`src/rfc_consts.svh`:
```
`ifndef RFC_CONSTS_SVH
`define RFC_CONSTS_SVH

// ----------------------------------------------------------------------
// Register byte addresses (lower byte of each pair; reserved ranges by first and last byte)
// ----------------------------------------------------------------------
`define RFC_A_ENDUR      6'h00
`define RFC_A_RATE       6'h04
`define RFC_A_OFF        6'h14
`define RFC_A_GAIN       6'h16
`define RFC_A_RSV1_LO    6'h18
`define RFC_A_RSV1_HI    6'h1F
`define RFC_A_ALM1_MAG   6'h20
`define RFC_A_ALM2_MAG   6'h22
`define RFC_A_ALM1_PRD   6'h24
`define RFC_A_ALM2_PRD   6'h26
`define RFC_A_ALM_CTL    6'h28
`define RFC_A_RSV2_LO    6'h2A
`define RFC_A_RSV2_HI    6'h2F
`define RFC_A_DAC        6'h30
`define RFC_A_PIN        6'h32
`define RFC_A_MISC       6'h34
`define RFC_A_SMPL       6'h36
`define RFC_A_SENS       6'h38
`define RFC_A_SLP        6'h3A
`define RFC_A_STAT       6'h3C
`define RFC_A_CMD        6'h3E

// ----------------------------------------------------------------------
// Reset values and field positions
// ----------------------------------------------------------------------
`define RFC_RST_ZERO     16'h0000
`define RFC_RST_GAIN     16'h0800
`define RFC_RST_SMPL     16'h0001
`define RFC_RST_SENS     16'h0402
`define RFC_ERASED       16'hFFFF
`define RFC_OFF_MSB      13
`define RFC_GAIN_MSB     11
`define RFC_GAIN_SHIFT   11
`define RFC_ND_BIT       15
`define RFC_STAT_BUSY    0
`define RFC_CMD_NULL     0
`define RFC_CMD_FACT     1
`define RFC_CMD_DAC      2
`define RFC_CMD_SAVE     3
`define RFC_CMD_SRST     7
`define RFC_OP_WRITE     2'h2
`define RFC_OP_READ      2'h0

// ----------------------------------------------------------------------
// Timing
// ----------------------------------------------------------------------
`define RFC_CLK_MHZ      200
`define RFC_SAVE_MS      50
`define RFC_SAVE_CYC     (`RFC_SAVE_MS * `RFC_CLK_MHZ * 1000)

`endif

```
`src/rfc_pkg.sv`:
```
`default_nettype none

package rfc_pkg;

    typedef logic [15:0] rfc_word_t;
    typedef logic [4:0]  rfc_idx_t;

    typedef enum logic [3:0]
    {
        RFC_LOAD = 4'h1,
        RFC_IDLE = 4'h2,
        RFC_SAVE = 4'h4,
        RFC_WAIT = 4'h8
    } rfc_state_t;

endpackage : rfc_pkg

`default_nettype wire

```
`src/rfc_mem_if.sv`:
```
`default_nettype none

interface rfc_mem_if;
    import rfc_pkg::*;

    rfc_idx_t  addr;
    logic      we;
    rfc_word_t wdata;
    rfc_word_t rdata;

    modport ctrl (output addr, output we, output wdata, input rdata);
    modport mem  (input addr, input we, input wdata, output rdata);
endinterface : rfc_mem_if

`default_nettype wire

```
`src/rfc_nvmem.sv`:
```
`include "rfc_consts.svh"
`default_nettype none

module rfc_nvmem
    import rfc_pkg::*;
(
    input  wire logic mclk,
    input  wire logic ce,
    rfc_mem_if.mem    m
);
    // The array has no reset: it stands for storage that survives reset.
    // It starts erased so that the loader can tell an unwritten word.
    rfc_word_t cells [0:31] = '{default: `RFC_ERASED};

    always_ff @(posedge mclk)
    begin
        if (ce)
        begin
            if (m.we)
                cells[m.addr] <= m.wdata;
            m.rdata <= cells[m.addr];
        end
    end
endmodule : rfc_nvmem

`default_nettype wire

```
`src/rfc_regbank.sv`:
```
// Contract
// - Control registers live in volatile flops; writes act from there.
// - After reset the saved image is loaded from flash automatically.
// - Each nonvolatile register owns one flash word with its last save.
// - Flash is written only on the save, autonull and factory restore commands, never on a write.
// - A 16-bit flash write counter is kept and readable.
// - Misc control: whole word saved, only upper byte restored, lower volatile.
// - Converter data, pin control, sleep count, status have no flash copy.
// - Calibrated rate equals raw sample times gain plus offset.
// - Factory defaults, autonull, factory restore and manual values supported.
// - Offset is 14-bit two's complement in low bits, top bits ignored.
// - Gain is 12-bit unsigned in low bits, top four bits ignored.
// - Gain default 0x0800 means exactly unity.
// - Decode map pairs, reserved unused, status read-only, command write-only.
// - Each byte has its own address; either returns the whole word.
// - Write frame: one, zero, six address bits, eight data bits.
// - Save runs about 50 ms and holds the device busy until done.
`include "rfc_consts.svh"
`default_nettype none

module rfc_regbank
    import rfc_pkg::*;
#(
    parameter int unsigned SAVE_CYCLES = `RFC_SAVE_CYC
)
(
    input  wire logic        mclk,
    input  wire logic        ce,
    input  wire logic        nrst,
    input  wire logic        cs_n,
    input  wire logic        sclk,
    input  wire logic        din,
    output logic             dout,
    output logic             dout_oe,
    input  wire logic [13:0] raw_rate,
    input  wire logic        raw_valid,
    output logic      [13:0] rate_out,
    output logic             rate_valid,
    output logic      [15:0] dac_out,
    output logic             busy
);
    localparam rfc_idx_t I_END  = 5'(`RFC_A_ENDUR >> 1);
    localparam rfc_idx_t I_RATE = 5'(`RFC_A_RATE >> 1);
    localparam rfc_idx_t I_OFF  = 5'(`RFC_A_OFF >> 1);
    localparam rfc_idx_t I_GAIN = 5'(`RFC_A_GAIN >> 1);
    localparam rfc_idx_t I_A1M  = 5'(`RFC_A_ALM1_MAG >> 1);
    localparam rfc_idx_t I_ACTL = 5'(`RFC_A_ALM_CTL >> 1);
    localparam rfc_idx_t I_DAC  = 5'(`RFC_A_DAC >> 1);
    localparam rfc_idx_t I_PIN  = 5'(`RFC_A_PIN >> 1);
    localparam rfc_idx_t I_MISC = 5'(`RFC_A_MISC >> 1);
    localparam rfc_idx_t I_SMPL = 5'(`RFC_A_SMPL >> 1);
    localparam rfc_idx_t I_SENS = 5'(`RFC_A_SENS >> 1);
    localparam rfc_idx_t I_SLP  = 5'(`RFC_A_SLP >> 1);
    localparam rfc_idx_t I_STAT = 5'(`RFC_A_STAT >> 1);
    localparam rfc_idx_t I_CMD  = 5'(`RFC_A_CMD >> 1);

    // ------------------------------------------------------------------
    // Helper functions
    // ------------------------------------------------------------------
    // flash-backed set
    function automatic logic is_nv(input rfc_idx_t i);
        is_nv = (i == I_OFF) || (i == I_GAIN) || (i == I_MISC)
             || (i == I_SMPL) || (i == I_SENS)
             || ((i >= I_A1M) && (i <= I_ACTL));
    endfunction : is_nv

    function automatic logic is_rw(input rfc_idx_t i);
        is_rw = is_nv(i) || (i == I_DAC) || (i == I_PIN) || (i == I_SLP);
    endfunction : is_rw

    function automatic rfc_word_t rst_val(input rfc_idx_t i);
        case (i)
            I_GAIN:  rst_val = `RFC_RST_GAIN;
            I_SMPL:  rst_val = `RFC_RST_SMPL;
            I_SENS:  rst_val = `RFC_RST_SENS;
            default: rst_val = `RFC_RST_ZERO;
        endcase
    endfunction : rst_val

    // Result saturates to 14 bits so a large gain cannot wrap the sign.
    function automatic logic [13:0] cal(input logic [13:0] x,
                                        input logic [11:0] m,
                                        input logic [13:0] b);
        logic signed [26:0] p;
        logic signed [15:0] s;
        p = $signed(x) * $signed({1'b0, m});
        s = 16'(p >>> `RFC_GAIN_SHIFT) + $signed({{2{b[13]}}, b});
        if (s > 16'sh1FFF)
            cal = 14'h1FFF;
        else if (s < -16'sh2000)
            cal = 14'h2000;
        else
            cal = s[13:0];
    endfunction : cal

    // ------------------------------------------------------------------
    // State
    // ------------------------------------------------------------------
    rfc_state_t  state;
    rfc_word_t   ctl [0:31];
    rfc_word_t   endur;
    logic [5:0]  cnt;
    logic [31:0] wait_cnt;
    logic        save_pend;
    logic        srst;
    logic [13:0] rate_q;
    logic        nd;
    logic        sclk_q;
    logic        cs_q;
    logic [3:0]  bitcnt;
    logic [15:0] sh_in;
    logic [15:0] sh_out;
    rfc_word_t   rd_shadow;

    rfc_mem_if fl ();

    rfc_nvmem u_nvmem
    (
        .mclk (mclk),
        .ce   (ce),
        .m    (fl.mem)
    );

    // ------------------------------------------------------------------
    // Serial frame decode
    // ------------------------------------------------------------------
    wire logic        rst_all   = !nrst || srst;
    wire logic        rise      = !cs_n && sclk && !sclk_q;
    wire logic        fall      = !cs_n && !sclk && sclk_q;
    wire logic        start     = !cs_n && cs_q;
    wire logic        done      = rise && (bitcnt == 4'hF);
    wire logic [15:0] frame     = {sh_in[14:0], din};
    wire logic        is_wr     = done && (frame[15:14] == `RFC_OP_WRITE);
    wire logic        is_rd     = done && (frame[15:14] == `RFC_OP_READ);
    wire rfc_idx_t    f_idx     = frame[13:9];
    wire logic        f_hi      = frame[8];
    wire logic [7:0]  f_dat     = frame[7:0];
    wire logic        idle      = (state == RFC_IDLE);
    wire logic        wr_ok     = is_wr && idle && is_rw(f_idx);
    wire logic        cmd_wr    = is_wr && idle && (f_idx == I_CMD) && !f_hi;
    wire logic        c_null    = cmd_wr && f_dat[`RFC_CMD_NULL];
    wire logic        c_fact    = cmd_wr && f_dat[`RFC_CMD_FACT];
    wire logic        c_dac     = cmd_wr && f_dat[`RFC_CMD_DAC];
    wire logic        c_save    = cmd_wr && f_dat[`RFC_CMD_SAVE];
    wire logic        c_srst    = cmd_wr && f_dat[`RFC_CMD_SRST];
    wire rfc_word_t   stat_word = 16'(busy) << `RFC_STAT_BUSY;
    wire rfc_word_t   rate_word = {nd, 1'b0, rate_q};
    wire logic [13:0] off14     = ctl[I_OFF][`RFC_OFF_MSB:0];
    wire logic [11:0] gain12    = ctl[I_GAIN][`RFC_GAIN_MSB:0];
    wire logic [13:0] cal_now   = cal(raw_rate, gain12, off14);
    wire rfc_idx_t    ld_idx    = 5'(cnt - 6'h01);
    wire logic        ld_hit    = (state == RFC_LOAD) && (cnt != 6'h00);
    wire logic        ld_fresh  = fl.rdata != `RFC_ERASED;
    wire logic [13:0] null_off  = 14'(~rate_q + 14'h0001);

    wire rfc_word_t rd_word =
        (f_idx == I_END)  ? endur     :
        (f_idx == I_RATE) ? rate_word :
        (f_idx == I_STAT) ? stat_word :
        is_rw(f_idx)      ? ctl[f_idx] : `RFC_RST_ZERO;

    assign busy     = !idle;
    assign dout     = sh_out[15];
    assign dout_oe  = !cs_n;
    assign rate_out = rate_q;

    // ------------------------------------------------------------------
    // Serial shifter
    // ------------------------------------------------------------------
    always_ff @(posedge mclk)
    begin
        if (rst_all)
        begin
            sclk_q    <= 1'b1;
            cs_q      <= 1'b1;
            bitcnt    <= 4'h0;
            sh_in     <= 16'h0000;
            sh_out    <= 16'h0000;
            rd_shadow <= 16'h0000;
        end
        else if (ce)
        begin
            sclk_q <= sclk;
            cs_q   <= cs_n;
            if (start)
            begin
                bitcnt <= 4'h0;
                sh_out <= rd_shadow;
            end
            else if (fall && (bitcnt != 4'h0))
                sh_out <= {sh_out[14:0], 1'b0};
            if (rise)
            begin
                bitcnt <= bitcnt + 4'h1;
                sh_in  <= frame;
            end
            if (is_rd)
                rd_shadow <= rd_word;
        end
    end

    // ------------------------------------------------------------------
    // Flash sequencer
    // ------------------------------------------------------------------
    assign fl.addr  = cnt[4:0];
    assign fl.we    = (state == RFC_SAVE) && (is_nv(cnt[4:0]) || cnt == 6'h00);
    assign fl.wdata = (cnt == 6'h00) ? 16'(endur + 16'h0001) : ctl[cnt[4:0]];

    always_ff @(posedge mclk)
    begin
        if (rst_all)
        begin
            state     <= RFC_LOAD;
            cnt       <= 6'h00;
            wait_cnt  <= 32'h0;
            save_pend <= 1'b0;
            srst      <= 1'b0;
        end
        else if (ce)
        begin
            srst <= c_srst;
            case (state)
                RFC_LOAD:
                begin
                    cnt <= cnt + 6'h01;
                    if (cnt == 6'h20)
                        state <= RFC_IDLE;
                end
                RFC_IDLE:
                begin
                    cnt <= 6'h00;
                    if (save_pend)
                    begin
                        save_pend <= 1'b0;
                        state     <= RFC_SAVE;
                    end
                end
                RFC_SAVE:
                begin
                    cnt      <= cnt + 6'h01;
                    wait_cnt <= 32'h0;
                    if (cnt == 6'h1F)
                        state <= RFC_WAIT;
                end
                // hold busy for the save time
                RFC_WAIT:
                begin
                    wait_cnt <= wait_cnt + 32'h1;
                    if (wait_cnt >= SAVE_CYCLES - 1)
                        state <= RFC_IDLE;
                end
                default:
                    state <= RFC_LOAD;
            endcase
            // A new request wins over the clear taken in idle.
            if (c_save || c_null || c_fact)
                save_pend <= 1'b1;
        end
    end

    // ------------------------------------------------------------------
    // Register file
    // ------------------------------------------------------------------
    always_ff @(posedge mclk)
    begin
        if (rst_all)
        begin
            for (int i = 0; i < 32; i++)
                ctl[i] <= rst_val(5'(i));
            endur   <= 16'h0000;
            dac_out <= 16'h0000;
        end
        else if (ce)
        begin
            if (ld_hit && ld_fresh && ld_idx == I_END)
                endur <= fl.rdata;
            if (ld_hit && ld_fresh && ld_idx == I_MISC)
                ctl[I_MISC][15:8] <= fl.rdata[15:8];
            else if (ld_hit && ld_fresh && is_nv(ld_idx))
                ctl[ld_idx] <= fl.rdata;
            if (state == RFC_SAVE && cnt == 6'h1F)
                endur <= endur + 16'h0001;
            if (wr_ok && f_hi)
                ctl[f_idx][15:8] <= f_dat;
            else if (wr_ok)
                ctl[f_idx][7:0] <= f_dat;
            if (c_fact)
            begin
                ctl[I_OFF]  <= `RFC_RST_ZERO;
                ctl[I_GAIN] <= `RFC_RST_GAIN;
            end
            else if (c_null)
                ctl[I_OFF] <= {2'b00, null_off};
            if (c_dac)
                dac_out <= ctl[I_DAC];
        end
    end

    // ------------------------------------------------------------------
    // Calibrated rate path
    // ------------------------------------------------------------------
    always_ff @(posedge mclk)
    begin
        if (rst_all)
        begin
            rate_q     <= 14'h0000;
            nd         <= 1'b0;
            rate_valid <= 1'b0;
        end
        else if (ce)
        begin
            rate_valid <= raw_valid;
            // y = m * x + b, new sample wins over read clear
            if (raw_valid)
            begin
                rate_q <= cal_now;
                nd     <= 1'b1;
            end
            else if (is_rd && f_idx == I_RATE)
                nd <= 1'b0;
        end
    end
endmodule : rfc_regbank

`default_nettype wire

```
`config.mk`:
```
export PLATFORM = sky130hd
export DESIGN_NAME = rfc_regbank
export DESIGN_NICKNAME = d
export VERILOG_FILES = /design/src/rfc_pkg.sv /design/src/rfc_mem_if.sv /design/src/rfc_nvmem.sv /design/src/rfc_regbank.sv
export VERILOG_INCLUDE_DIRS = /design/src
export SDC_FILE = /design/constraint.sdc
export NUM_CORES = 2
export LEC_CHECK = 0
export BUFFER_PORTS_ARGS = -buffer_cell sky130_fd_sc_hd__buf_4
export CAP_MARGIN = 20
export CORE_MARGIN = 2
export CORE_UTILIZATION = 25
export DETAILED_ROUTE_END_ITERATION = 12
export GPL_ROUTABILITY_DRIVEN = 0
export GPL_TIMING_DRIVEN = 0
export MAX_ROUTING_LAYER = met4
export PLACE_DENSITY_LB_ADDON = 0.3
export REMOVE_ABC_BUFFERS = 1
export SYNTH_ARGS = -nofsm -noshare
export SYNTH_HDL_FRONTEND = slang
export SYNTH_HIERARCHICAL = 1
export SYNTH_SLANG_ARGS = --single-unit
```
`constraint.sdc`:
```
create_clock -name mclk -period 11.7 [get_ports mclk]
set_input_delay 0.585 -clock mclk [delete_from_list [all_inputs] [get_ports mclk]]
set_output_delay 0.585 -clock mclk [all_outputs]
set_load 0.05 [all_outputs]
```
==> flow_summary_export.csv <==
group,metric,value,unit
global_route,antenna_found_initial,4,
worst_setup_path,r2r-start,"ctl[11][1]$_SDFFCE_PN0P_",
job,drv_cap,0,
layout,seq_area,34400,um^2
timing,rsz0062_at_grt,"false",
layout,drive_gt1_share,17.5,%
clock_tree,ctsRootBufferMaster,"clkbuf_16",
timing,hold_violations,0,
placed_design,io_buffers,54,
worst_setup_path,cp.required,12.39,ns
drt,first_pass_iters,6,
power,power.density,191,nW/um^2
clock_tree,clock_tree.buffer_depth,3,
worst_setup_path,critPathCaptureType,"flip-flop",
worst_setup_path,cp.arrival,9.65,ns
synthesis,synthArstFlopShare,0,%
drt,top_layer_used,"met4",
drt,drc,0,
timing,whs,0.0798,ns
clock_tree,clk_latency,0.77,ns
layout,fill_cells,23900,
timing,fmax,112,MHz
timing,fin_ws,2.74,ns
worst_setup_path,cp-start-kind,"flip-flop",
synthesis,yosysSeqAreaShare,57.2,%
drt,vias_per_cell,4.62,
worst_setup_path,crit_fanout,16,
hold_path,min_path_cells,3,
floorplan,pin_count,55,
status,status,"finished clean",
synthesis,yosys_most_used_dff,"edfxtp_1",
clock_tree,cts_sinks,1195,
synthesis,yosysMostFrequentCell,"edfxtp_1",
drt,drt-total-wl,166000,um
floorplan,rows,179,
drt,wl_met2,81100,um
worst_setup_path,cpMaxStageDelayCell,"edfxtp_1",
floorplan,die_h,494,um
drt,wl_met1,73800,um
timing,post-route-period-util,76.6,%
synthesis,synth.top_cell.area_share,52.0,%
drt,num_vias,35900,
hold_path,min_delay_worst_endpoint,"sclk_q$_SDFFE_PN1P_",
power,finalPower,13500,uW
global_route,grt_max_degree,61,
worst_setup_path,cp-startpoint,"ctl[11][1]$_SDFFCE_PN0P_",
global_route,grt_pass1_wl,246000,um
clock_tree,cts_setup_buffers,0,
worst_setup_path,crit_type,"reg -> reg",
timing,final_max_slew_viol_count,0,
timing,timing.final.crit_period,8.96,ns
drt,wl_met3,8450,um
synthesis,yosysWarnings,6,
timing,skew,0.0369,ns
synthesis,ys_ff_latch,1195,
drt,wire_per_inst,21.4,um
synthesis,ys_top_cells_by_count,"edfxtp_1 (1040), nor2_1 (406), nand2_1 (325)",
synthesis,mappedNetlistArea,60100,um^2
floorplan,die_area,244000,um^2
synthesis,synth_edf_count,1040,
timing,setup_viol,0,
clock_tree,hold_buffers,0,
layout,multi_input_area,24900,um^2
drt,drtIter0Drc,2852,
hold_path,min_from,"sclk",
clock_tree,htree_levels,4,
worst_setup_path,max_stage_delay,0.81,ns
layout,fin_nets,4760,
placed_design,dp_slack,2.86,ns
global_route,first_global_vias,36200,
worst_setup_path,rrSetupSlack,2.74,ns
placed_design,dpl.hpwl,116000,um
clock_tree,cts_made_buffers,139,
global_route,grt_overflow,0,
global_route,grt_usage,13.9,%
timing,slew_headroom,22.3,%
synthesis,syn_inst,4240,
clock_tree,clk_pin_slew,0.06,ns
synthesis,yosysTopAreaCell,"edfxtp_1",
power,peakVddDrop,0.000295,V
synthesis,yosys-top-cells-area,"edfxtp_1 (52%), mux4_2 (12%), fa_1 (5.3%)",
worst_setup_path,reg2reg_to,"rate_out[11]$_SDFFE_PN0P_",
floorplan,die_w,494,um
timing,tightest_slew,1.16,ns
power,power.leakage,0.0244,uW
floorplan,core,238000,um^2
layout,syn_to_final_growth,17.5,%
worst_setup_path,reg2reg_depth,29,
clock_tree,cts_resized,0,
synthesis,postSynthAreaPerCell,14.2,um^2
clock_tree,cts_tree,"done",
floorplan,initial_utilization,25.2,%
synthesis,synth_cell_types,85,
hold_path,hp-class,"in -> reg",
drt,postRouteAntennaNets,0,
[kinds of logic after synthesis]
| group | synth area share (%) |
|---|---|
| buffers and inverters | 3.62 |
| DFF | 57.2 |
| AOI/OAI and AO/OA | 5.30 |
| xor gates and xnor gates | 1.37 |
| adders and majority gates | 7.01 |
| muxes | 17.2 |
| other | 0.00624 |
| and+or+nand+nor | 8.35 |
[cell type report]
cell class,count,area share [%]
flip-flops and latches,1195,48.7
multi-input cells,2757,35.3
well taps,3167,5.61
clock buffers,196,5.53
repair buffers,142,2.91
inverters,262,1.40
clock inverters,49,0.551
diodes,2,0.00709
[flip-flops by register name, summed over array words and instances (netlist names), 6 cells and up, named ones only]
signal / cells
rd_shadow: 16
cnt: 6
rate_out: 14
endur: 16
ctl: 512
dac_out: 16
sh_out: 16
sh_in: 15
u_nvmem/cells: 512
u_nvmem/m.rdata: 16
wait_cnt: 32
[power breakdown]
group	total [uW]	switching (uW)	internal [uW]
clock network	4150	1720	2430
logic	4300	2570	1730
registers	5070	160	4910
total	13500	4460	9060
[metal layers]
metal  global-route usage, %  vias up
li1                        -    16200
met1                    18.5    18600
met2                    22.4      891
met3                    2.07      185
met4                    2.98        0
met5                       -        -
[cell usage in the layout (no fill, tap or decap), types with 18 or more instances in the layout]
master,Yosys,layout
nor3_1,26,20
dfxtp_1,155,145
nand4_1,23,23
clkbuf_16,0,146
clkbuf_1,159,44
buf_16,0,26
ha_1,84,84
and2_1,91,91
a211oi_1,42,42
o22ai_1,135,135
buf_8,0,27
or3_1,22,22
nand2_1,325,325
nand3_1,37,37
clkinv_1,0,25
inv_1,260,259
edfxtp_1,1040,1040
buf_4,3,54
mux2i_1,288,272
xor2_1,50,50
nor2_2,0,29
conb_1,1,240
xnor2_1,41,41
o21ai_0,64,54
nor2_1,406,377
fa_1,158,158
nor2b_1,20,18
mux4_2,320,320
and3_1,21,20
mux2_2,21,21
buf_6,12,18
nor4_1,36,36
a21oi_1,121,113
[worst max-delay path, delay by kind of cell, from the launching register on]
kind / cells / cell delay, ns
XOR/XNOR: 2 / 0.74
buffers and inverters: 5 / 0.44
flip-flops: 1 / 0.81
adder cells (fa/ha/maj): 7 / 3.00
AND/OR/NAND/NOR: 4 / 0.57
AO/OA/AOI/OAI: 11 / 3.31
[stage by stage]
| stage | util, % | cells | TNS, ns | cell area, um^2 |
|---|---|---|---|---|
| finish | 29.6 | 7770 | 0 | 70600 |
| CTS | 29.6 | 7768 | 0 | 70600 |
| global placement | 26.9 | 7435 | - | 64100 |
| detailed placement | 27.8 | 7523 | 0 | 66300 |
| floorplan | - | 4214 | -1100.60 | 59800 |
| global route | 29.6 | 7770 | 0 | 70600 |
[worst max-delay path by stage]
stage	endpoint	slack, ns	depth (start not counted)
after floorplan	u_nvmem/cells[26][0]$_DFFE_PP_	-1.09	7
after global placement	u_nvmem/cells[4][13]$_DFFE_PP_	-8.70	5
after detailed placement	rate_out[3]$_SDFFE_PN0P_	2.86	29
after CTS	rate_out[11]$_SDFFE_PN0P_	2.78	27
after global routing	rate_out[11]$_SDFFE_PN0P_	2.31	29
final	rate_out[11]$_SDFFE_PN0P_	2.74	29
(Power assumes the default switching activity.)
